--- src/hdl/dcf_pkg.sv ---
package dcf_pkg;

   // ------------------------------------------------------------
   // Widths and depth
   // ------------------------------------------------------------
   localparam int unsigned DATA_W = 36;
   localparam int unsigned BYTE_W = 9;
   localparam int unsigned WORD_W = 18;
   localparam int unsigned DEPTH  = 8;
   localparam int unsigned CNT_W  = 4;
   localparam int unsigned OFF_W  = 4;

   // ------------------------------------------------------------
   // Piece indices for bus matching
   // ------------------------------------------------------------
   localparam logic [1:0] LAST_LONG = 2'h0;
   localparam logic [1:0] LAST_WORD = 2'h1;
   localparam logic [1:0] LAST_BYTE = 2'h3;

   // ------------------------------------------------------------
   // Reset values and depth count
   // ------------------------------------------------------------
   localparam logic [DATA_W-1:0] RST_DATA  = 36'h0_0000_0000;
   localparam logic              RST_FLAG  = 1'b0;
   localparam logic              RST_CFG   = 1'b0;
   localparam logic [CNT_W-1:0]  DEPTH_CNT = 4'h8;

   // ------------------------------------------------------------
   // Pin sample vector layout
   // ------------------------------------------------------------
   localparam int unsigned PIN_W   = 56;
   localparam int unsigned P_DATA  = 0;
   localparam int unsigned P_AFOFF = 36;
   localparam int unsigned P_AEOFF = 40;
   localparam int unsigned P_SIZE  = 44;
   localparam int unsigned P_BM    = 45;
   localparam int unsigned P_ORDER = 46;
   localparam int unsigned P_MRST  = 47;
   localparam int unsigned P_RDB   = 48;
   localparam int unsigned P_WRA   = 49;
   localparam int unsigned P_GATEB = 50;
   localparam int unsigned P_GATEA = 51;
   localparam int unsigned P_CSB   = 52;
   localparam int unsigned P_CSA   = 53;
   localparam int unsigned P_PORT_B_CLOCK  = 54;
   localparam int unsigned P_PORT_A_CLOCK  = 55;

endpackage

--- src/hdl/dcf_stream_if.sv ---
`timescale 1ns/1ps
`default_nettype none

interface dcf_stream_if;
   logic [dcf_pkg::DATA_W-1:0] data;
   logic                       valid;
   logic                       ready;

   modport src
   (
      output data,
      output valid,
      input  ready
   );

   modport snk
   (
      input  data,
      input  valid,
      output ready
   );
endinterface

`default_nettype wire

--- src/hdl/dcf_fifo.sv ---
`timescale 1ns/1ps
`default_nettype none

module dcf_fifo #(
   parameter int unsigned WIDTH = 36,
   parameter int unsigned DEPTH = 8
)(
   input  wire logic                   clk_i,   // System clock
   input  wire logic                   rst_b_i, // Async reset
   input  wire logic                   clr_i,   // Synchronous flush
   dcf_stream_if.snk                   push,    // Filling side
   dcf_stream_if.src                   pop,     // Draining side
   output logic [$clog2(DEPTH):0]      count_o  // Words held
);

   localparam int unsigned AW = $clog2(DEPTH);

   logic [WIDTH-1:0] mem [DEPTH];
   logic [AW:0]      wptr_q;
   logic [AW:0]      rptr_q;

   wire              full  = (wptr_q[AW] != rptr_q[AW]) && (wptr_q[AW-1:0] == rptr_q[AW-1:0]);
   wire              empty = (wptr_q == rptr_q);
   wire              do_wr = push.valid && !full;
   wire              do_rd = pop.ready && !empty;

   assign push.ready = !full;
   assign pop.valid  = !empty;
   assign pop.data   = mem[rptr_q[AW-1:0]];
   assign count_o    = wptr_q - rptr_q;

   always_ff @(posedge clk_i)
   begin
      if (do_wr)
      begin
         mem[wptr_q[AW-1:0]] <= push.data;
      end
   end

   always_ff @(posedge clk_i or negedge rst_b_i)
   begin
      if (!rst_b_i)
      begin
         wptr_q <= '0;
         rptr_q <= '0;
      end
      else if (clr_i)
      begin
         wptr_q <= '0;
         rptr_q <= '0;
      end
      else
      begin
         wptr_q <= wptr_q + (AW+1)'(do_wr);
         rptr_q <= rptr_q + (AW+1)'(do_rd);
      end
   end

endmodule

`default_nettype wire

--- src/hdl/dcf_top.sv ---
// Functional notes
// - Almost-void low when words at/below offset
// - Almost-full low when free at/below offset
// - Both ports carry 36-bit two-way buses; port A reads return zeros and port B input is ignored
// - Order pin high at reset: big-endian
// - Order pin low at reset: little-endian
// - After reset pin picks timing mode
// - Bus-match low: 36 bits, else size pin
// - Port A transfers and flags on A edge
// - Port B transfers and flags on B edge
// - Works with related or unrelated port clocks
// - Port A bus floats while deselected
// - Port B bus floats while deselected
// - Standard mode: port B flag shows empty
// - Fall-through: port B flag shows valid output
// - Port A flag: full or space available
`timescale 1ns/1ps
`default_nettype none

module dcf_top
(
   input  wire logic        CLK_I,                      // System clock
   input  wire logic        RST_B_I,                    // Async reset, low
   input  wire logic        MASTER_RESET_ONE_B_I,       // Master reset pin, low
   input  wire logic        PORT_A_CLOCK_I,             // Port A clock pin
   input  wire logic        PORT_B_CLOCK_I,             // Port B clock pin
   input  wire logic        PORT_A_CHIP_SELECT_B_I,     // Port A select, low
   input  wire logic        PORT_B_CHIP_SELECT_B_I,     // Port B select, low
   input  wire logic        PORT_A_GATE_I,              // Port A enable
   input  wire logic        PORT_B_GATE_I,              // Port B enable
   input  wire logic        PORT_A_WRITE_I,             // Port A high write
   input  wire logic        PORT_B_READ_I,              // Port B high read
   input  wire logic        ORDER_TIMING_PIN_I,         // Order / timing select
   input  wire logic        BUS_MATCH_SELECT_I,         // Narrow bus enable
   input  wire logic        PORT_B_SIZE_I,              // High byte, low word
   input  wire logic [3:0]  ALMOST_VOID_OFFSET_I,       // Low-level threshold
   input  wire logic [3:0]  ALMOST_FULL_OFFSET_I,       // Full-margin threshold
   input  wire logic [35:0] PORT_A_BUS_I,               // Port A bus in
   output logic      [35:0] PORT_A_BUS_O,               // Port A bus out
   output logic             PORT_A_BUS_OE_O,            // Port A drive enable
   input  wire logic [35:0] PORT_B_BUS_I,               // Port B bus in
   output logic      [35:0] PORT_B_BUS_O,               // Port B bus out
   output logic             PORT_B_BUS_OE_O,            // Port B drive enable
   output logic             ALMOST_VOID_FLAG_O,         // Low when nearly empty
   output logic             ALMOST_FULL_FLAG_PORT_A_O,  // Low when nearly full
   output logic             VOID_OR_VALID_FLAG_O,       // Empty low / output valid
   output logic             FULL_OR_SPACE_FLAG_O        // Full low / space free
);

   // ------------------------------------------------------------
   // Pin synchronisers
   // ------------------------------------------------------------
   logic [dcf_pkg::PIN_W-1:0] pin_m_q;
   logic [dcf_pkg::PIN_W-1:0] pin_s_q;
   logic                      port_a_clock_d_q;
   logic                      port_b_clock_d_q;

   wire [dcf_pkg::PIN_W-1:0] pin_raw = {PORT_A_CLOCK_I, PORT_B_CLOCK_I,
                                        PORT_A_CHIP_SELECT_B_I, PORT_B_CHIP_SELECT_B_I,
                                        PORT_A_GATE_I, PORT_B_GATE_I,
                                        PORT_A_WRITE_I, PORT_B_READ_I,
                                        MASTER_RESET_ONE_B_I, ORDER_TIMING_PIN_I,
                                        BUS_MATCH_SELECT_I, PORT_B_SIZE_I,
                                        ALMOST_VOID_OFFSET_I, ALMOST_FULL_OFFSET_I,
                                        PORT_A_BUS_I};

   always_ff @(posedge CLK_I or negedge RST_B_I)
   begin
      if (!RST_B_I)
      begin
         pin_m_q  <= '0;
         pin_s_q  <= '0;
         port_a_clock_d_q <= 1'b0;
         port_b_clock_d_q <= 1'b0;
      end
      else
      begin
         pin_m_q  <= pin_raw;
         pin_s_q  <= pin_m_q;
         port_a_clock_d_q <= pin_s_q[dcf_pkg::P_PORT_A_CLOCK];
         port_b_clock_d_q <= pin_s_q[dcf_pkg::P_PORT_B_CLOCK];
      end
   end

   wire                           port_a_clock_s   = pin_s_q[dcf_pkg::P_PORT_A_CLOCK];
   wire                           port_b_clock_s   = pin_s_q[dcf_pkg::P_PORT_B_CLOCK];
   wire                           csa_b_s  = pin_s_q[dcf_pkg::P_CSA];
   wire                           csb_b_s  = pin_s_q[dcf_pkg::P_CSB];
   wire                           gate_a_s = pin_s_q[dcf_pkg::P_GATEA];
   wire                           gate_b_s = pin_s_q[dcf_pkg::P_GATEB];
   wire                           wr_a_s   = pin_s_q[dcf_pkg::P_WRA];
   wire                           rd_b_s   = pin_s_q[dcf_pkg::P_RDB];
   wire                           mrst_b_s = pin_s_q[dcf_pkg::P_MRST];
   wire                           order_s  = pin_s_q[dcf_pkg::P_ORDER];
   wire                           bm_s     = pin_s_q[dcf_pkg::P_BM];
   wire                           size_s   = pin_s_q[dcf_pkg::P_SIZE];
   wire [dcf_pkg::OFF_W-1:0]      ae_off_s = pin_s_q[dcf_pkg::P_AEOFF +: dcf_pkg::OFF_W];
   wire [dcf_pkg::OFF_W-1:0]      af_off_s = pin_s_q[dcf_pkg::P_AFOFF +: dcf_pkg::OFF_W];
   wire [dcf_pkg::DATA_W-1:0]     a_data_s = pin_s_q[dcf_pkg::P_DATA +: dcf_pkg::DATA_W];

   // ------------------------------------------------------------
   // Port clock edges
   // ------------------------------------------------------------
   // Each port has its own edge, so equal or unrelated clocks both work
   wire a_edge = port_a_clock_s && !port_a_clock_d_q;
   wire b_edge = port_b_clock_s && !port_b_clock_d_q;

   // ------------------------------------------------------------
   // Configuration caught during master reset
   // ------------------------------------------------------------
   logic big_q;
   logic bm_q;
   logic size_q;

   always_ff @(posedge CLK_I or negedge RST_B_I)
   begin
      if (!RST_B_I)
      begin
         big_q  <= dcf_pkg::RST_CFG;
         bm_q   <= dcf_pkg::RST_CFG;
         size_q <= dcf_pkg::RST_CFG;
      end
      else if (!mrst_b_s)
      begin
         big_q  <= order_s;
         bm_q   <= bm_s;
         size_q <= size_s;
      end
   end

   // Same pin, read as timing select once reset is released
   wire fall_through_select = !order_s;

   // ------------------------------------------------------------
   // Transfer qualifiers
   // ------------------------------------------------------------
   wire a_wr = a_edge && !csa_b_s && gate_a_s && wr_a_s && mrst_b_s;
   wire b_rd = b_edge && !csb_b_s && gate_b_s && rd_b_s && mrst_b_s;

   // ------------------------------------------------------------
   // Buffer
   // ------------------------------------------------------------
   dcf_stream_if push_if ();
   dcf_stream_if pop_if ();

   logic [dcf_pkg::CNT_W-1:0] fifo_cnt;

   assign push_if.data  = a_data_s;

   dcf_fifo #(
      .WIDTH (dcf_pkg::DATA_W),
      .DEPTH (dcf_pkg::DEPTH)
   ) u_fifo (
      .clk_i   (CLK_I),
      .rst_b_i (RST_B_I),
      .clr_i   (!mrst_b_s),
      .push    (push_if.snk),
      .pop     (pop_if.src),
      .count_o (fifo_cnt)
   );

   // ------------------------------------------------------------
   // Staging word and bus matching
   // ------------------------------------------------------------
   logic [dcf_pkg::DATA_W-1:0] st_q;
   logic                       st_vld_q;
   logic [1:0]                 idx_q;
   logic [dcf_pkg::DATA_W-1:0] b_out_q;
   logic                       vov_q;

   assign pop_if.ready = !st_vld_q && mrst_b_s;

   wire [1:0] last_idx = !bm_q ? dcf_pkg::LAST_LONG :
                         size_q ? dcf_pkg::LAST_BYTE : dcf_pkg::LAST_WORD;
   wire [1:0] sel      = big_q ? (last_idx - idx_q) : idx_q;
   wire       at_last  = (idx_q == last_idx);

   wire [dcf_pkg::BYTE_W-1:0] byte_pc = st_q[sel*dcf_pkg::BYTE_W +: dcf_pkg::BYTE_W];
   wire [dcf_pkg::WORD_W-1:0] word_pc = st_q[sel[0]*dcf_pkg::WORD_W +: dcf_pkg::WORD_W];
   wire [dcf_pkg::DATA_W-1:0] piece   = !bm_q ? st_q :
                                        size_q ? {27'h000_0000, byte_pc} :
                                                 {18'h0_0000, word_pc};

   // Fall-through prefetches into the output register
   wire take = fall_through_select ? (b_edge && mrst_b_s && st_vld_q && (!vov_q || b_rd))
                    : (b_rd && st_vld_q);
   wire load = pop_if.valid && pop_if.ready;

   always_ff @(posedge CLK_I or negedge RST_B_I)
   begin
      if (!RST_B_I)
      begin
         st_q     <= dcf_pkg::RST_DATA;
         st_vld_q <= 1'b0;
         idx_q    <= 2'h0;
         b_out_q  <= dcf_pkg::RST_DATA;
      end
      else if (!mrst_b_s)
      begin
         st_vld_q <= 1'b0;
         idx_q    <= 2'h0;
         b_out_q  <= dcf_pkg::RST_DATA;
      end
      else
      begin
         if (load)
         begin
            st_q     <= pop_if.data;
            st_vld_q <= 1'b1;
         end
         else if (take && at_last)
         begin
            st_vld_q <= 1'b0;
         end
         if (take)
         begin
            b_out_q <= piece;
            idx_q   <= at_last ? 2'h0 : idx_q + 2'h1;
         end
      end
   end

   // ------------------------------------------------------------
   // Flag counts
   // ------------------------------------------------------------
   // Pointer difference plus the staging word, seen by each port only at its own edge
   wire [dcf_pkg::CNT_W-1:0] words     = fifo_cnt + dcf_pkg::CNT_W'(st_vld_q);
   // Staging word counts against capacity, so words plus free stays at depth
   wire [dcf_pkg::CNT_W-1:0] free_now  = dcf_pkg::DEPTH_CNT - words;
   wire                      acc_wr    = a_wr && push_if.ready && (free_now != '0);
   wire [dcf_pkg::CNT_W-1:0] free_aft  = free_now - dcf_pkg::CNT_W'(acc_wr);
   wire                      data_next = (st_vld_q && !(take && at_last)) || pop_if.valid;
   wire                      vov_d     = fall_through_select ? (take || (vov_q && !b_rd)) : data_next;

   assign push_if.valid = acc_wr;

   // ------------------------------------------------------------
   // Flags and output registers
   // ------------------------------------------------------------
   logic ae_q;
   logic af_q;
   logic fs_q;
   logic a_oe_q;
   logic b_oe_q;

   always_ff @(posedge CLK_I or negedge RST_B_I)
   begin
      if (!RST_B_I)
      begin
         ae_q   <= dcf_pkg::RST_FLAG;
         af_q   <= dcf_pkg::RST_FLAG;
         fs_q   <= dcf_pkg::RST_FLAG;
         vov_q  <= dcf_pkg::RST_FLAG;
         a_oe_q <= 1'b0;
         b_oe_q <= 1'b0;
      end
      else
      begin
         a_oe_q <= !csa_b_s && !wr_a_s;
         b_oe_q <= !csb_b_s && rd_b_s;
         if (!mrst_b_s)
         begin
            ae_q  <= dcf_pkg::RST_FLAG;
            af_q  <= dcf_pkg::RST_FLAG;
            fs_q  <= dcf_pkg::RST_FLAG;
            vov_q <= dcf_pkg::RST_FLAG;
         end
         else
         begin
            if (a_edge)
            begin
               af_q <= (free_aft > af_off_s);
               fs_q <= (free_aft != '0);
            end
            if (b_edge)
            begin
               ae_q  <= (words > ae_off_s);
               vov_q <= vov_d;
            end
         end
      end
   end

   // Port A reads carry no FIFO data
   assign PORT_A_BUS_O              = dcf_pkg::RST_DATA;
   assign PORT_A_BUS_OE_O           = a_oe_q;
   assign PORT_B_BUS_O              = b_out_q;
   assign PORT_B_BUS_OE_O           = b_oe_q;
   assign ALMOST_VOID_FLAG_O        = ae_q;
   assign ALMOST_FULL_FLAG_PORT_A_O = af_q;
   assign VOID_OR_VALID_FLAG_O      = vov_q;
   assign FULL_OR_SPACE_FLAG_O      = fs_q;
endmodule

`default_nettype wire

--- config.mk ---
export PLATFORM = sky130hd
export DESIGN_NAME = dcf_top
export DESIGN_NICKNAME = d
export VERILOG_FILES = /design/src/hdl/dcf_pkg.sv /design/src/hdl/dcf_stream_if.sv /design/src/hdl/dcf_fifo.sv /design/src/hdl/dcf_top.sv
export SDC_FILE = /design/constraint.sdc
export NUM_CORES = 1
export LEC_CHECK = 0
export ABC_AREA = 1
export ABC_CLOCK_PERIOD_IN_PS = 5940
export BUFFER_PORTS_ARGS = -buffer_cell sky130_fd_sc_hd__buf_2
export CAP_MARGIN = 25
export CORE_ASPECT_RATIO = 1.5
export CORE_MARGIN = 2
export CORE_UTILIZATION = 35
export CTS_BUF_LIST = sky130_fd_sc_hd__clkbuf_4 sky130_fd_sc_hd__clkbuf_8
export DETAILED_ROUTE_END_ITERATION = 6
export PLACE_DENSITY = 0.55
export RECOVER_POWER = 100
export SETUP_SLACK_MARGIN = 0.3
export SYNTH_ARGS = -nofsm -noshare
export SYNTH_HDL_FRONTEND = slang
export SYNTH_SLANG_ARGS = --single-unit
--- constraint.sdc ---
create_clock -name CLK_I -period 5.94 [get_ports CLK_I]
set_input_delay 1.188 -clock CLK_I [delete_from_list [all_inputs] [get_ports CLK_I]]
set_output_delay 1.188 -clock CLK_I [all_outputs]
set_load 0.02 [all_outputs]
# After elaboration in Yosys (flattened, before gate mapping)
# Memories as Yosys holds them, arrays and structs flattened. A register that Yosys moved wholly into a read port is not among the register bits.
# Cells that the tools add are included.
totals:
  word_cells: 111
  latch_bits: 0
  mem_bits_ro: 0
  reg_bits: 170
  ram_bits: 288
  out_inout_bits: 78
  mem_count: 1
op_classes:
  n_mux: 27
  eq_ne: 8
  n_bitwise: 0
  n_addsub: 8
  magnitude_cmp: 2
  mul: 2
  shift: 2
  div_mod_pow: 0
  n_reduce_logical: 43
mem_list:
  columns: ["name", "words", "width", "read_ports", "rd_clocked_by_memory_dff", "write_ports", "line_no", "rtl"]
  rows:
  - ["u_fifo.mem", 8, 36, 1, 1, 1, "dcf_fifo.sv:18", "logic [WIDTH-1:0] mem [DEPTH];"]
ops:
  columns: ["cell", "count"]
  rows:
  - ["$mux W36", 3]
  - ["$shiftx A36 B7 Y18", 1]
  - ["$shiftx A36 B7 Y9", 1]
  - ["$logic_and A1 B1 Y1", 25]
  - ["$mux W18", 1]
  - ["$mux W1", 15]
  - ["$add A4 B1 Y4", 3]
  - ["$logic_not A1 Y1", 12]
  - ["$mux W2", 6]
  - ["$gt A4 B4 Y1", 2]
  - ["$mux W4", 2]
  - ["$reduce_bool A4 Y1", 2]
  - ["$mul A2 B4 Y6 const B", 1]
  - ["$ne A2 B1 Y1 const B", 3]
  - ["$mul A1 B4 Y5 const B", 1]
  - ["$eq A4 B4 Y1", 1]
  - ["$sub A4 B1 Y4", 1]
  - ["$sub A4 B4 Y4", 1]
  - ["$sub A4 B4 Y4 const A", 1]
  - ["$eq A3 B3 Y1", 1]
  - ["$logic_or A1 B1 Y1", 3]
  - ["$ne A3 B1 Y1 const B", 1]
  - ["$add A2 B1 Y2 const B", 1]
  - ["$eq A2 B2 Y1", 1]
  - ["3 further kinds", 3]

# Longest topological paths before layout
# Gate-level depths: netlist of the first run.
depth:
  ltp_word: 16
  depth_mapped: 23
  mapped_depth_nobuf: 23

# Hierarchy
# Synthesis of the first run repeated with hierarchy kept, for this count alone.
hier_totals:
  hier_cells: 2027
  hier_area_um2: 20709.9
by_module_without_submodules:
  columns: ["mod", "area_each_um2", "n_inst", "cells_each", "seq_area_each_um2"]
  rows:
  - ["dcf_fifo", 13106.3, 1, 1322, 8848.5]
  - ["dcf_top", 7603.5, 1, 705, 4954.8]

# Worst setup path after synthesis of the first run
# OpenSTA, ideal clock, no wires.
synth_timing:
  kind: "flip-flop to flip-flop"
  start: "register u_fifo.rptr_q[2]"
  end: "memory u_fifo.mem[1][0], enable pin"
  t_required_ns: 5.511
  path_stages_with_launch: 16
  path_buffers: 2
  arrival_ns: 3.740
  setup_time_ns: 0.429
  period_less_slack_ns: 4.169
  setup_slack_ns: 1.771
  cell_sequence: "dfrtp_1 inv_1 clkbuf_1 buf_2 ha_1 ha_1 inv_1 nand2_1 nand4_1 inv_1 nand3_1 nand3_1 nand2_1 inv_1 nand2_1 nor2_1"
synth_via:
  elab_chain_len: 8
  elab_cells_between_ends: 12
synth_lines:
  columns: ["item", "line_no", "rtl"]
  rows:
  - ["start, declared", "dcf_fifo.sv:20", "logic [AW:0] rptr_q;"]
  - ["start signal, assigned", "dcf_fifo.sv:55", "rptr_q <= rptr_q + (AW+1)'(do_rd);"]
  - ["$sub A4 B4 Y4 or $eq A3 B3 Y1 (tied branches)", "dcf_fifo.sv:30, dcf_fifo.sv:22", null]
  - ["$add A4 B1 Y4 or $logic_and A1 B1 Y1 (tied branches)", "dcf_top.sv:227, dcf_fifo.sv:22", null]
  - ["$sub A4 B4 Y4 or $logic_not A1 Y1 (tied branches)", "dcf_top.sv:229, dcf_fifo.sv:24, dcf_fifo.sv:27", null]
  - ["$reduce_bool A4 Y1 or $logic_and A1 B1 Y1 (tied branches)", "dcf_top.sv:230", "wire acc_wr = a_wr && push_if.ready && (free_now != '0);"]
  - ["$logic_and A1 B1 Y1", "dcf_top.sv:230", null]
  - ["$logic_and A1 B1 Y1 (*)", "dcf_fifo.sv:24", "wire do_wr = push.valid && !full;"]
  - ["$mux W1 (*)", "dcf_fifo.sv:34", "if (do_wr)"]
  - ["$mux W1 (implied by the code) (*)", "dcf_fifo.sv:36", "mem[wptr_q[AW-1:0]] <= push.data;"]
  - ["end, declared", "dcf_fifo.sv:18", null]
# Every way passes the cells marked *; elsewhere a longest branch is shown, timed or not.

# Final worst setup path of the first run
layout_timing:
  start: "register u_fifo.rptr_q[0]"
  end: "memory u_fifo.mem[4][24], enable pin"
# Same word-level chain as after synthesis.

==> reports/results.ini, run 1 <==
[outcome]
status = finished, violations left
violations = capacitance limit, slew limit

[setup_path]
reg2reg_from = u_fifo.rptr_q[0]
cp.arrival_ns = 4.29
start_kind = flip-flop
cp_max_fo = 36
crit_start = u_fifo.rptr_q[0]
end_kind = flip-flop
critPathKind = reg2reg
crit_required_ns = 6.15

[floorplanning]
die_y_um = 290
start_util = 0.354
rows = 104
die_w_um = 194
core_area_um2 = 53700
dieArea_um2 = 56400
pin_count = 172

[drt]
vias = 11800
avgViaCountPerCell = 4.87
wl_um = 44600
drtPass1Iterations = 7
wl_per_cell_um = 18.5
drtIter0Drc = 663
route.detailed.drc = 0
drtAntennaViolNets = 0

[clocking]
clock_sinks = 494
tritoncts = yes
cts_hold_repair.buffers = 0
clk_latency_ns = 0.63
clkTransAtPathRegs_ns = 0.06
cts_resized = 0
clock-root-buffer = clkbuf_8
post-cts-setup-buffer-count = 0
cts_buffers = 74
cts.path.max_buffers = 3
htree_num_levels = 3

[timing]
worst_slew_pin_slew_ns = 1.73
tns_ns = 0
rsz0062_at_grt = false
skew_ns = 0.0393
fin_crit_ns = 4.08
finalWorstSetupSlack_ns = 1.86
finalSetupViolations = 0
fmax_ghz = 0.245
hold_violations = 0
max_slew_margin = -0.155
drv_slew = 73
post-route-period-util = 0.687

[yosys]
synth_top_cell_by_area = edfxtp_1
yosysWarnings = 0
syn_avg_cell_area_um2 = 12.3
syn_area_um2 = 19100
ys_ff_latch = 494
syn_inst = 1546
ys_seq_area_frac = 0.725
netlist.area_leader.share = 0.454
ys_types = 37
yosys-top-cells-area = edfxtp_1 45%, dfrtp_1 27%, nand2_1 5.1%, o21ai_0 4.1%, nand3_1 2.5%

[min_path]
holdCritPathClass = reg2reg
min_from = pin_m_q[18]

[placement]
dp.cells = 2281
port_buffers = 99
gp_congestion = 0.845
dp_hpwl_um = 26100
dp_slack_ns = 2.24

[layout]
layout-drive-gt1-share = 0.134
final_cell_mix = 288 x edfxtp_1, 261 x nand2_1, 205 x dfrtp_1
syn_to_final_growth_pct = 13.2
regArea_um2 = 13800
multiInputGateArea_um2 = 4310
nFillCells = 5115
nets = 1785
stdcell_count = 2417
final_common_cell = edfxtp_1

[global_routing]
gr-total-overflow = 0
antenna_found_initial = 2
grt_first_pass_wirelength_um = 69300
grtUsageTotal = 0.161
grt_pass1_vias = 12000
grt_max_degree = 134

[power]
vdd_drop_max_v = 0.000123
power_leakage_nw = 8.57
p_per_area_nw_per_um2 = 329
finalPower_w = 0.00709

[job]
cap_violations = 1

[cells in the mapped netlist (all sizes together)]
cell	number
a21oi	35
a32o	1
buf	71
clkbuf	36
clkinv	1
conb	1
dfrtp	206
edfxtp	288
fa	1
ha	22
inv	125
nand2	264
nand3	97
nand4	39
nor2	116
nor3	3
nor4	1
o211ai	1
o21ai	180
o21bai	9
o221ai	36
o22ai	3
o31ai	9
xnor2	1
[metrics by stage]
stage / area [um2] / hold slack, ns / utilization
floorplan: 19200 / 0.331 / -
finish: 21600 / 0.316 / 0.401
global placement: 20100 / 0.335 / 0.374
global route: 21600 / 0.337 / 0.401
CTS: 21700 / 0.324 / 0.403
detailed placement: 20100 / 0.335 / 0.375
[layer usage]
metal,GRT usage,share of wire,vias to the layer above
li1,-,-,5552
met1,0.194,0.41,5804
met5,0,0,-
met2,0.285,0.51,328
met3,0.0299,0.050,75
met4,0.0627,0.026,0
[state kept, by name, indices dropped and copies added (netlist names), 2 cells and up]
signal and cells:
u_fifo.mem 288, pin_s_q 56, PORT_B_BUS_O 36, u_fifo.wptr_q 4
idx_q 2, st_q 36, pin_m_q 56, u_fifo.rptr_q 4
[critical path, stage by stage, from the launching register on]
cell      delay [ns]
dfrtp_4         0.48
ha_1            0.28
inv_1           0.09
ha_1            0.24
fa_1            0.51
inv_1           0.09
nand4_1         0.13
inv_1           0.08
nand3_1         0.11
nand3_1         0.11
nand2_1         0.06
inv_1           0.10
nand2_1         0.24
nor2_4          0.14
clkbuf_2        0.95
[kinds of logic (layout without fill, tap and decap cells)]
kind of cell	Yosys count	count (layout)	share of synthesized area
buffers and inverters	233	379	0.0594
adders and majority gates	23	23	0.0155
other	1	37	0.000197
and+or+nand+nor	520	520	0.118
DFF	494	494	0.725
AOI/OAI and AO/OA	274	274	0.0823
xor gates and xnor gates	1	1	0.000460
[cell type report]
class                   instances  share of cell area
clock buffers                 119              0.0643
flip-flops and latches        494               0.640
diodes                          1            0.000116
inverters                     126              0.0222
clock inverters                16             0.00615
multi-input cells             854               0.200
well taps                     689              0.0400
repair buffers                118              0.0276
[path summary, 6_finish.rpt]
path / to / slack [ns] / depth (start not counted)
setup / recovery: u_fifo.mem[4][24] / 1.86 / 14
hold / removal: pin_s_q[18] / 0.32 / 0
setup reg to reg: u_fifo.mem[4][24] / 1.86 / 14
hold reg to reg: pin_s_q[18] / 0.32 / 0
max in group asynchronous: u_fifo.rptr_q[0] / 4.24 / 2
min in group asynchronous: pin_m_q[28] / 0.53 / 1
[power breakdown]
| group | switching, W | leakage, nW | internal (W) |
|---|---|---|---|
| sequential | 0.000111 | 5.16 | 0.00376 |
| clock | 0.00126 | 0.814 | 0.00157 |
| combinational | 0.000268 | 2.60 | 0.000124 |
| total | 0.00164 | 8.57 | 0.00546 |
Note: power is estimated with default switching activity, not from simulation.
==> run 2, diff against run 1 <==
- ABC_AREA: 1 -> 0
- ABC_CLOCK_PERIOD_IN_PS: 5940 -> 3500
- PLACE_DENSITY: 0.55 -> 0.57
- clock period: 5.94 -> 3.5 ns (I/O delays scaled with it)
==> reports/results.ini, run 2 <==
[outcome]
status = finished, violations left  ; unchanged
violations = DRC, capacitance limit, slew limit, setup timing  ; was capacitance limit, slew limit

[drt]
drtIter0Drc = 917  ; was 663
wl_per_cell_um = 21.9  ; was 18.5 um
wl_um = 46000  ; was 44,600 um
avgViaCountPerCell = 4.98  ; was 4.87
drtPass1Iterations = 7  ; unchanged
drtAntennaViolNets = 0  ; unchanged
vias = 10500  ; was 11,800
route.detailed.drc = 20  ; was 0

[layout]
syn_to_final_growth_pct = 22.3  ; was 13.2%
final_common_cell = edfxtp_1  ; unchanged
layout-drive-gt1-share = 0.282  ; was 0.134
stdcell_count = 2103  ; was 2,417
nets = 1468  ; was 1,785
final_cell_mix = 288 x edfxtp_1, 204 x dfrtp_1, 89 x nand2_1  ; was 288 x edfxtp_1, 261 x nand2_1, 205 x dfrtp_1
largest_reg_flops = 288  ; unchanged

[global_routing]
grt_busiest_layer = met2  ; unchanged
gr-usage-met1 = 0.201  ; was 0.194
grtUsageTotal = 0.165  ; was 0.161
grt_pass1_vias = 11100  ; was 12,000
grt_max_degree = 79  ; was 134
grt_first_pass_wirelength_um = 69500  ; was 69,300 um
grtUsageMet2 = 0.295  ; was 0.285
gr-total-overflow = 0  ; unchanged
antenna_found_initial = 1  ; was 2
use_met3 = 0.0312  ; was 0.0299

[setup_path]
crit_top_cell = ha_4  ; was inv_1
crit_required_ns = 4.02  ; was 6.15 ns
path_depth = 17  ; was 14
cp.arrival_ns = 4.12  ; was 4.29 ns
max_stage_delay_ns = 0.49  ; was 0.95 ns
critPathKind = reg2reg  ; unchanged
critPathTopFamily = adder cells  ; was buffers and inverters
path_buf_inv = 2  ; was 5
cp_slowest_cell = dfrtp_4  ; was clkbuf_2
start_kind = flip-flop  ; unchanged
cp_cell_sequence = ha_4 -> inv_2 -> ha_4 -> fa_2 -> xor2_2 -> nor3_2 -> xnor3_2 -> a31oi_1 -> ha_2 -> ha_4 -> inv_2 -> ha_4 -> nor2b_4 -> o21a_1 -> o21a_1 -> o211ai_1 -> a21boi_1  ; was ha_1 -> inv_1 -> ha_1 -> fa_1 -> inv_1 -> nand4_1 -> inv_1 -> nand3_1 -> nand3_1 -> nand2_1 -> inv_1 -> nand2_1 -> nor2_4 -> clkbuf_2
reg2reg_depth = 17  ; was 14
end_kind = flip-flop  ; unchanged
cp_max_fo = 2  ; was 36
rrSetupSlack_ns = -0.10  ; was 1.86 ns

[clocking]
clkTransAtPathRegs_ns = 0.06  ; about the same
clk_latency_ns = 0.64  ; was 0.63 ns
clock-root-buffer = clkbuf_8  ; unchanged
cts_buffers = 76  ; was 74
htree_num_levels = 3  ; unchanged
tritoncts = yes  ; unchanged
cts_hold_repair.buffers = 0  ; unchanged
clock_sinks = 494  ; unchanged
cts.path.max_buffers = 3  ; unchanged

[yosys]
synth_top_family_by_area = multiplexers  ; was simple AND/OR/NAND/NOR gates
netlist.area_leader.share = 0.454  ; about the same
synth_xor_area_frac = 0.00749  ; was 0.000460
syn_area_um2 = 19000  ; was 19,100 um2
synth_mux_area_frac = 0.115  ; was 0
synth-simple-area-share = 0.0443  ; was 0.118
synth_edf_count = 288  ; unchanged
syn_avg_cell_area_um2 = 17.0  ; was 12.3 um2
ys.flop_type = edfxtp_1  ; unchanged
ys_async_sr_fraction = 0.417  ; unchanged
synth_top_cell_by_area = edfxtp_1  ; unchanged
yosysWarnings = 0  ; unchanged
synth_compound_area_frac = 0.0606  ; was 0.0823
ys_ff_latch = 494  ; unchanged
synthTopCellsByCount = 288 x edfxtp_1, 206 x dfrtp_1, 89 x nand2_1, 72 x mux4_2, 65 x o21ai_0  ; was 288 x edfxtp_1, 261 x nand2_1, 206 x dfrtp_1, 155 x o21ai_0, 119 x inv_1
ys_types = 58  ; was 37
ys_seq_area_frac = 0.725  ; about the same
syn_inst = 1123  ; was 1,546
yosys-top-cells-area = edfxtp_1 45%, dfrtp_1 27%, mux4_2 8.5%, mux2i_1 2.8%, nand2_1 1.8%  ; was edfxtp_1 45%, dfrtp_1 27%, nand2_1 5.1%, o21ai_0 4.1%, nand3_1 2.5%
synth_most_common_cell = edfxtp_1  ; unchanged
synth_adder_area_share = 0.0155  ; about the same

[power]
switching_power_w = 0.00296  ; was 0.00164 W
swShare = 0.242  ; was 0.231
p_per_area_nw_per_um2 = 525  ; was 329 nW/um2
clockPowerShare = 0.398  ; about the same
comb_power_share = 0.051  ; was 0.055
p_int_w = 0.00928  ; was 0.00546 W
power_leakage_nw = 9.01  ; was 8.57 nW
finalPower_w = 0.0122  ; was 0.00709 W
vdd_drop_max_v = 0.000217  ; was 0.000123 V
p_seq_frac = 0.551  ; was 0.546

[placement]
dp_slack_ns = -0.329  ; was 2.24 ns
dp_hpwl_um = 26000  ; was 26,100 um
dp.cells = 1910  ; was 2,281
port_buffers = 99  ; unchanged
gp_congestion = 0.819  ; was 0.845

[job]
cap_violations = 1  ; unchanged

[min_path]
holdCritPathClass = in2reg  ; was reg2reg
holdPathStages = 1  ; was 0

[timing]
fmax_ghz = 0.278  ; was 0.245 GHz
tns_ns = -0.402  ; was 0 ns
worst_slew_pin_slew_ns = 2.19  ; was 1.73 ns
skew_ns = 0.0442  ; was 0.0393 ns
drv_slew = 79  ; was 73
fin_crit_ns = 3.60  ; was 4.08 ns
hold_violations = 0  ; unchanged
max_slew_margin = -0.462  ; was -0.155
rsz0062_at_grt = true  ; was false
finalWorstSetupSlack_ns = -0.104  ; was 1.86 ns
post-route-period-util = 1.03  ; was 0.687
finalSetupViolations = 32  ; was 0

[floorplanning]
rows = 104  ; unchanged
pin_count = 172  ; unchanged
core_area_um2 = 53700  ; unchanged
start_util = 0.354  ; about the same
die_w_um = 194  ; about the same
die_y_um = 290  ; about the same
dieArea_um2 = 56300  ; was 56,400 um2

## run 2: cell count changes after synthesis, moves of 23 or more
cell | before | now
o221ai_1 | 36 | 8
nor2_1 | 110 | 18
nand4_1 | 39 | 3
nand2_1 | 261 | 89
o21ai_0 | 155 | 65
a21oi_1 | 35 | 12
mux4_2 | 0 | 72
inv_1 | 119 | 29
o21ai_1 | 25 | 1
nand3_1 | 96 | 13
mux2i_1 | 0 | 53
## run 2: kinds of logic after synthesis
logic type	after synthesis
xor+xnor	13
mux	129
buf+inv	120
other cells	1
simple gates	175
flops	494
compound gates	168
fa+ha+maj	23
## run 2: power groups by stage
stage | logic (W) | clock network (W) | registers (W)
floorplan | 0.000459 | 0 | 0.00666
global placement | 0.000613 | 0 | 0.00684
detailed placement | 0.000632 | 0 | 0.00685
CTS | 0.000641 | 0.00501 | 0.00673
global route | 0.000719 | 0.00529 | 0.00676
finish | 0.000629 | 0.00487 | 0.00674
## run 2: cell type report
| cell class | count | area (um2) |
|---|---|---|
| Antenna cell | 1 | 2.50 |
| Inverter | 30 | 118 |
| Clock buffer | 114 | 1390 |
| Tap cell | 689 | 862 |
| Multi-Input combinational cell | 544 | 4890 |
| Timing Repair Buffer | 205 | 2050 |
| Clock inverter | 26 | 165 |
| Sequential cell | 494 | 13800 |
| Fill cell | 4774 | 30500 |
## run 2: stage by stage
step                      utilization  area (um2)  hold slack (ns)
after floorplan                     -       19300            0.331
after global placement          0.386       20700            0.333
after detailed placement        0.386       20700            0.335
after CTS                       0.433       23300           0.0446
after global routing            0.433       23300            0.128
final                           0.433       23300            0.164
## run 2: per-layer routing
layer	routed length (um)	up-vias
li1	-	4681
met1	18600	5346
met2	23800	335
met3	2170	101
met4	1440	0
met5	0	-
## run 2: worst paths after layout
path	startpoint	endpoint
worst max-delay path	u_fifo.rptr_q[0]	ALMOST_FULL_FLAG_PORT_A_O
worst min-delay path	PORT_A_BUS_I[19]	pin_m_q[19]
worst max register to register	u_fifo.rptr_q[0]	ALMOST_FULL_FLAG_PORT_A_O
worst min register to register	pin_m_q[53]	pin_s_q[53]
max in group asynchronous	RST_B_I	pin_s_q[8]
min in group asynchronous	RST_B_I	st_q[21]
## run 2: worst reg2reg max path: cells and delay by family, from the launching register on
family	cells	cell delay [ns]
fa+ha+maj	6	1.46
compound gates	5	0.73
flops	1	0.49
xor+xnor	2	0.44
simple gates	2	0.26
buf+inv	2	0.10
## run 2: repair_timing
| item | 4_1_cts | 5_1_grt |
|---|---|---|
| gates cloned | 21 | 4 |
| pin swaps | 12 | 0 |
| setup endpoints to repair | 296 | 292 |
| buffers inserted | 20 | 7 |
| resized for setup | 51 | 12 |
==> run 3, diff against run 2 <==
- CELL_PAD_IN_SITES_DETAIL_PLACEMENT: not set -> 2
- CELL_PAD_IN_SITES_GLOBAL_PLACEMENT: not set -> 2
- PLACE_DENSITY: 0.57 -> 0.7
- SYNTH_HIERARCHICAL: not set -> 1
==> reports/results.ini, run 3 <==
[outcome]
status = finished, violations left  ; unchanged
violations = capacitance limit, slew limit, setup timing  ; was DRC, capacitance limit, slew limit, setup timing

[yosys]
syn_area_um2 = 19100  ; was 19,000 um2
syn_avg_cell_area_um2 = 17.5  ; was 17.0 um2
synthTopCellsByCount = 288 x edfxtp_1, 206 x dfrtp_1, 129 x nand2_1, 46 x mux4_2, 39 x buf_4  ; was 288 x edfxtp_1, 206 x dfrtp_1, 89 x nand2_1, 72 x mux4_2, 65 x o21ai_0
ys_async_sr_fraction = 0.417  ; unchanged
ys_seq_area_frac = 0.723  ; was 0.725
netlist.area_leader.share = 0.453  ; was 0.454
synth_edf_count = 288  ; unchanged
ys.flop_type = edfxtp_1  ; unchanged
synth_top_cell_by_area = edfxtp_1  ; unchanged
yosys-top-cells-area = edfxtp_1 45%, dfrtp_1 27%, mux4_2 5.4%, mux4_1 4.5%, nand2_1 2.5%  ; was edfxtp_1 45%, dfrtp_1 27%, mux4_2 8.5%, mux2i_1 2.8%, nand2_1 1.8%
ys_ff_latch = 494  ; unchanged
synth_most_common_cell = edfxtp_1  ; unchanged
syn_inst = 1091  ; was 1,123
yosysWarnings = 6  ; was 0
ys_types = 60  ; was 58

[setup_path]
start_kind = flip-flop  ; unchanged
critPathKind = reg2reg  ; unchanged
crit_required_ns = 3.85  ; was 4.02 ns
end_kind = flip-flop  ; unchanged
cp.arrival_ns = 3.99  ; was 4.12 ns
cp_max_fo = 5  ; was 2

[clocking]
clock-root-buffer = clkbuf_8  ; unchanged
htree_num_levels = 3  ; unchanged
clkTransAtPathRegs_ns = 0.07  ; was 0.06 ns
tritoncts = yes  ; unchanged
cts_buffers = 76  ; unchanged
clock_sinks = 494  ; unchanged
clk_latency_ns = 0.68  ; was 0.64 ns
cts.path.max_buffers = 3  ; unchanged

[layout]
stdcell_count = 2136  ; was 2,103
final_common_cell = edfxtp_1  ; unchanged
largest_reg_flops = 288  ; unchanged
nets = 1500  ; was 1,468
layout-drive-gt1-share = 0.319  ; was 0.282
utilization = 0.455  ; was 0.433
final_cell_mix = 288 x edfxtp_1, 203 x dfrtp_1, 129 x nand2_1  ; was 288 x edfxtp_1, 204 x dfrtp_1, 89 x nand2_1
syn_to_final_growth_pct = 28.0  ; was 22.3%
nFillCells = 5044  ; was 4,774

[global_routing]
gr-total-overflow = 0  ; unchanged
grtUsageTotal = 0.214  ; was 0.165
grt_max_degree = 72  ; was 79
antenna_found_initial = 1  ; unchanged
grt_pass1_vias = 12600  ; was 11,100
grt_first_pass_wirelength_um = 87900  ; was 69,500 um

[floorplanning]
core_area_um2 = 53700  ; unchanged
die_w_um = 195  ; was 194 um
dieArea_um2 = 56400  ; was 56,300 um2
rows = 104  ; unchanged
start_util = 0.355  ; was 0.354
pin_count = 172  ; unchanged
die_y_um = 290  ; about the same

[placement]
gp_congestion = 0.793  ; was 0.819
port_buffers = 99  ; unchanged
dp.cells = 1893  ; was 1,910
dp_slack_ns = -0.289  ; was -0.329 ns
dp_hpwl_um = 31100  ; was 26,000 um

[power]
comb_power_share = 0.056  ; was 0.051
swShare = 0.255  ; was 0.242
p_int_w = 0.00934  ; was 0.00928 W
vdd_drop_max_v = 0.000226  ; was 0.000217 V
p_seq_frac = 0.537  ; was 0.551
switching_power_w = 0.00320  ; was 0.00296 W
power_leakage_nw = 9.48  ; was 9.01 nW
p_per_area_nw_per_um2 = 513  ; was 525 nW/um2
clockPowerShare = 0.407  ; was 0.398
finalPower_w = 0.0125  ; was 0.0122 W

[drt]
wl_um = 62200  ; was 46,000 um
drtIter0Drc = 824  ; was 917
route.detailed.drc = 0  ; was 20
vias = 11200  ; was 10,500
avgViaCountPerCell = 5.22  ; was 4.98
drtAntennaViolNets = 0  ; unchanged
drtPass1Iterations = 4  ; was 7
wl_per_cell_um = 29.1  ; was 21.9 um

[timing]
drv_slew = 56  ; was 79
fmax_ghz = 0.275  ; was 0.278 GHz
tns_ns = -12.22  ; was -0.402 ns
post-route-period-util = 1.04  ; was 1.03
finalSetupViolations = 229  ; was 32
max_slew_margin = -0.589  ; was -0.462
skew_ns = 0.0445  ; was 0.0442 ns
fin_crit_ns = 3.64  ; was 3.60 ns
finalWorstSetupSlack_ns = -0.141  ; was -0.104 ns
rsz0062_at_grt = true  ; unchanged
worst_slew_pin_slew_ns = 2.38  ; was 2.19 ns
hold_violations = 0  ; unchanged

[min_path]
holdCritPathClass = in2reg  ; unchanged

[job]
cap_violations = 2  ; was 1

==> run 3: power by group through the flow <==
stage | logic (W) | clock network (W) | registers, W
2_1_floorplan | 0.000488 | 0 | 0.00664
3_3_place_gp | 0.000622 | 0 | 0.00681
3_5_place_dp | 0.000657 | 0 | 0.00683
4_1_cts | 0.000688 | 0.00514 | 0.00671
5_1_grt | 0.000771 | 0.00544 | 0.00675
6_report | 0.000704 | 0.00510 | 0.00674
==> run 3: logic make-up after synthesis <==
logic type,after synthesis,synth area share
and+or+nand+nor,224,0.0545
AOI/OAI and AO/OA,107,0.0404
DFF,494,0.723
other,1,0.000197
muxes,126,0.127
xor gates and xnor gates,15,0.00767
adders and majority gates,21,0.0142
buffers and inverters,103,0.0329
==> run 3: worst paths after layout <==
check	depth (start not counted)	startpoint	slack [ns]	endpoint
max	19	u_fifo/rptr_q[0]	-0.14	u_fifo/mem[1][22]
min	1	PORT_A_BUS_I[30]	0.13	pin_m_q[30]
max reg2reg	19	u_fifo/rptr_q[0]	-0.14	u_fifo/mem[1][22]
min reg2reg	0	pin_m_q[0]	0.35	pin_s_q[0]
max in group asynchronous	3	RST_B_I	0.16	pin_s_q[22]
min in group asynchronous	2	RST_B_I	1.48	pin_m_q[29]
==> run 3: cell type report <==
class | instances | area (um2) | area share
multi-input cells | 529 | 5040 | 0.206
repair buffers | 261 | 3070 | 0.126
clock inverters | 37 | 250 | 0.0102
clock buffers | 102 | 1310 | 0.0536
flip-flops and latches | 494 | 13800 | 0.565
inverters | 23 | 91.3 | 0.00374
well taps | 689 | 862 | 0.0353
diodes | 1 | 2.50 | 0.000102
==> run 3: worst max-delay path, cell delays in order (launching register included) <==
cell	delay (ns)
dfrtp_4	0.49
ha_4	0.17
fa_1	0.50
inv_2	0.06
ha_4	0.28
buf_6	0.10
inv_4	0.03
ha_4	0.16
inv_4	0.05
nor2_4	0.03
buf_6	0.12
buf_6	0.11
a21oi_4	0.19
o211ai_1	0.14
buf_4	0.19
nor3_4	0.15
buf_4	0.16
buf_6	0.11
buf_8	0.13
buf_12	0.16
==> run 3: per-layer routing <==
metal  GRT usage  part of all wire
met1       0.236              0.36
met4       0.102             0.060
met2       0.400              0.54
met5           0                 0
met3      0.0332             0.040
==> run 3: metrics by stage <==
stage | hold slack, ns | cell area [um2]
after floorplan | 0.331 | 19300
final | 0.133 | 24400
after CTS | 0.0811 | 24000
after global routing | 0.107 | 24400
after global placement | 0.332 | 20800
after detailed placement | 0.336 | 20800
==> run 3: repair_timing <==
item / 4_1_cts / 5_1_grt
pin swaps: 18 / 13
endpoints found under the hold margin: 43 / 0
gates resized for setup: 98 / 36
gates cloned: 30 / 7
hold buffers: 1 / 0
setup buffers: 47 / 18
setup endpoints to repair: 292 / 303
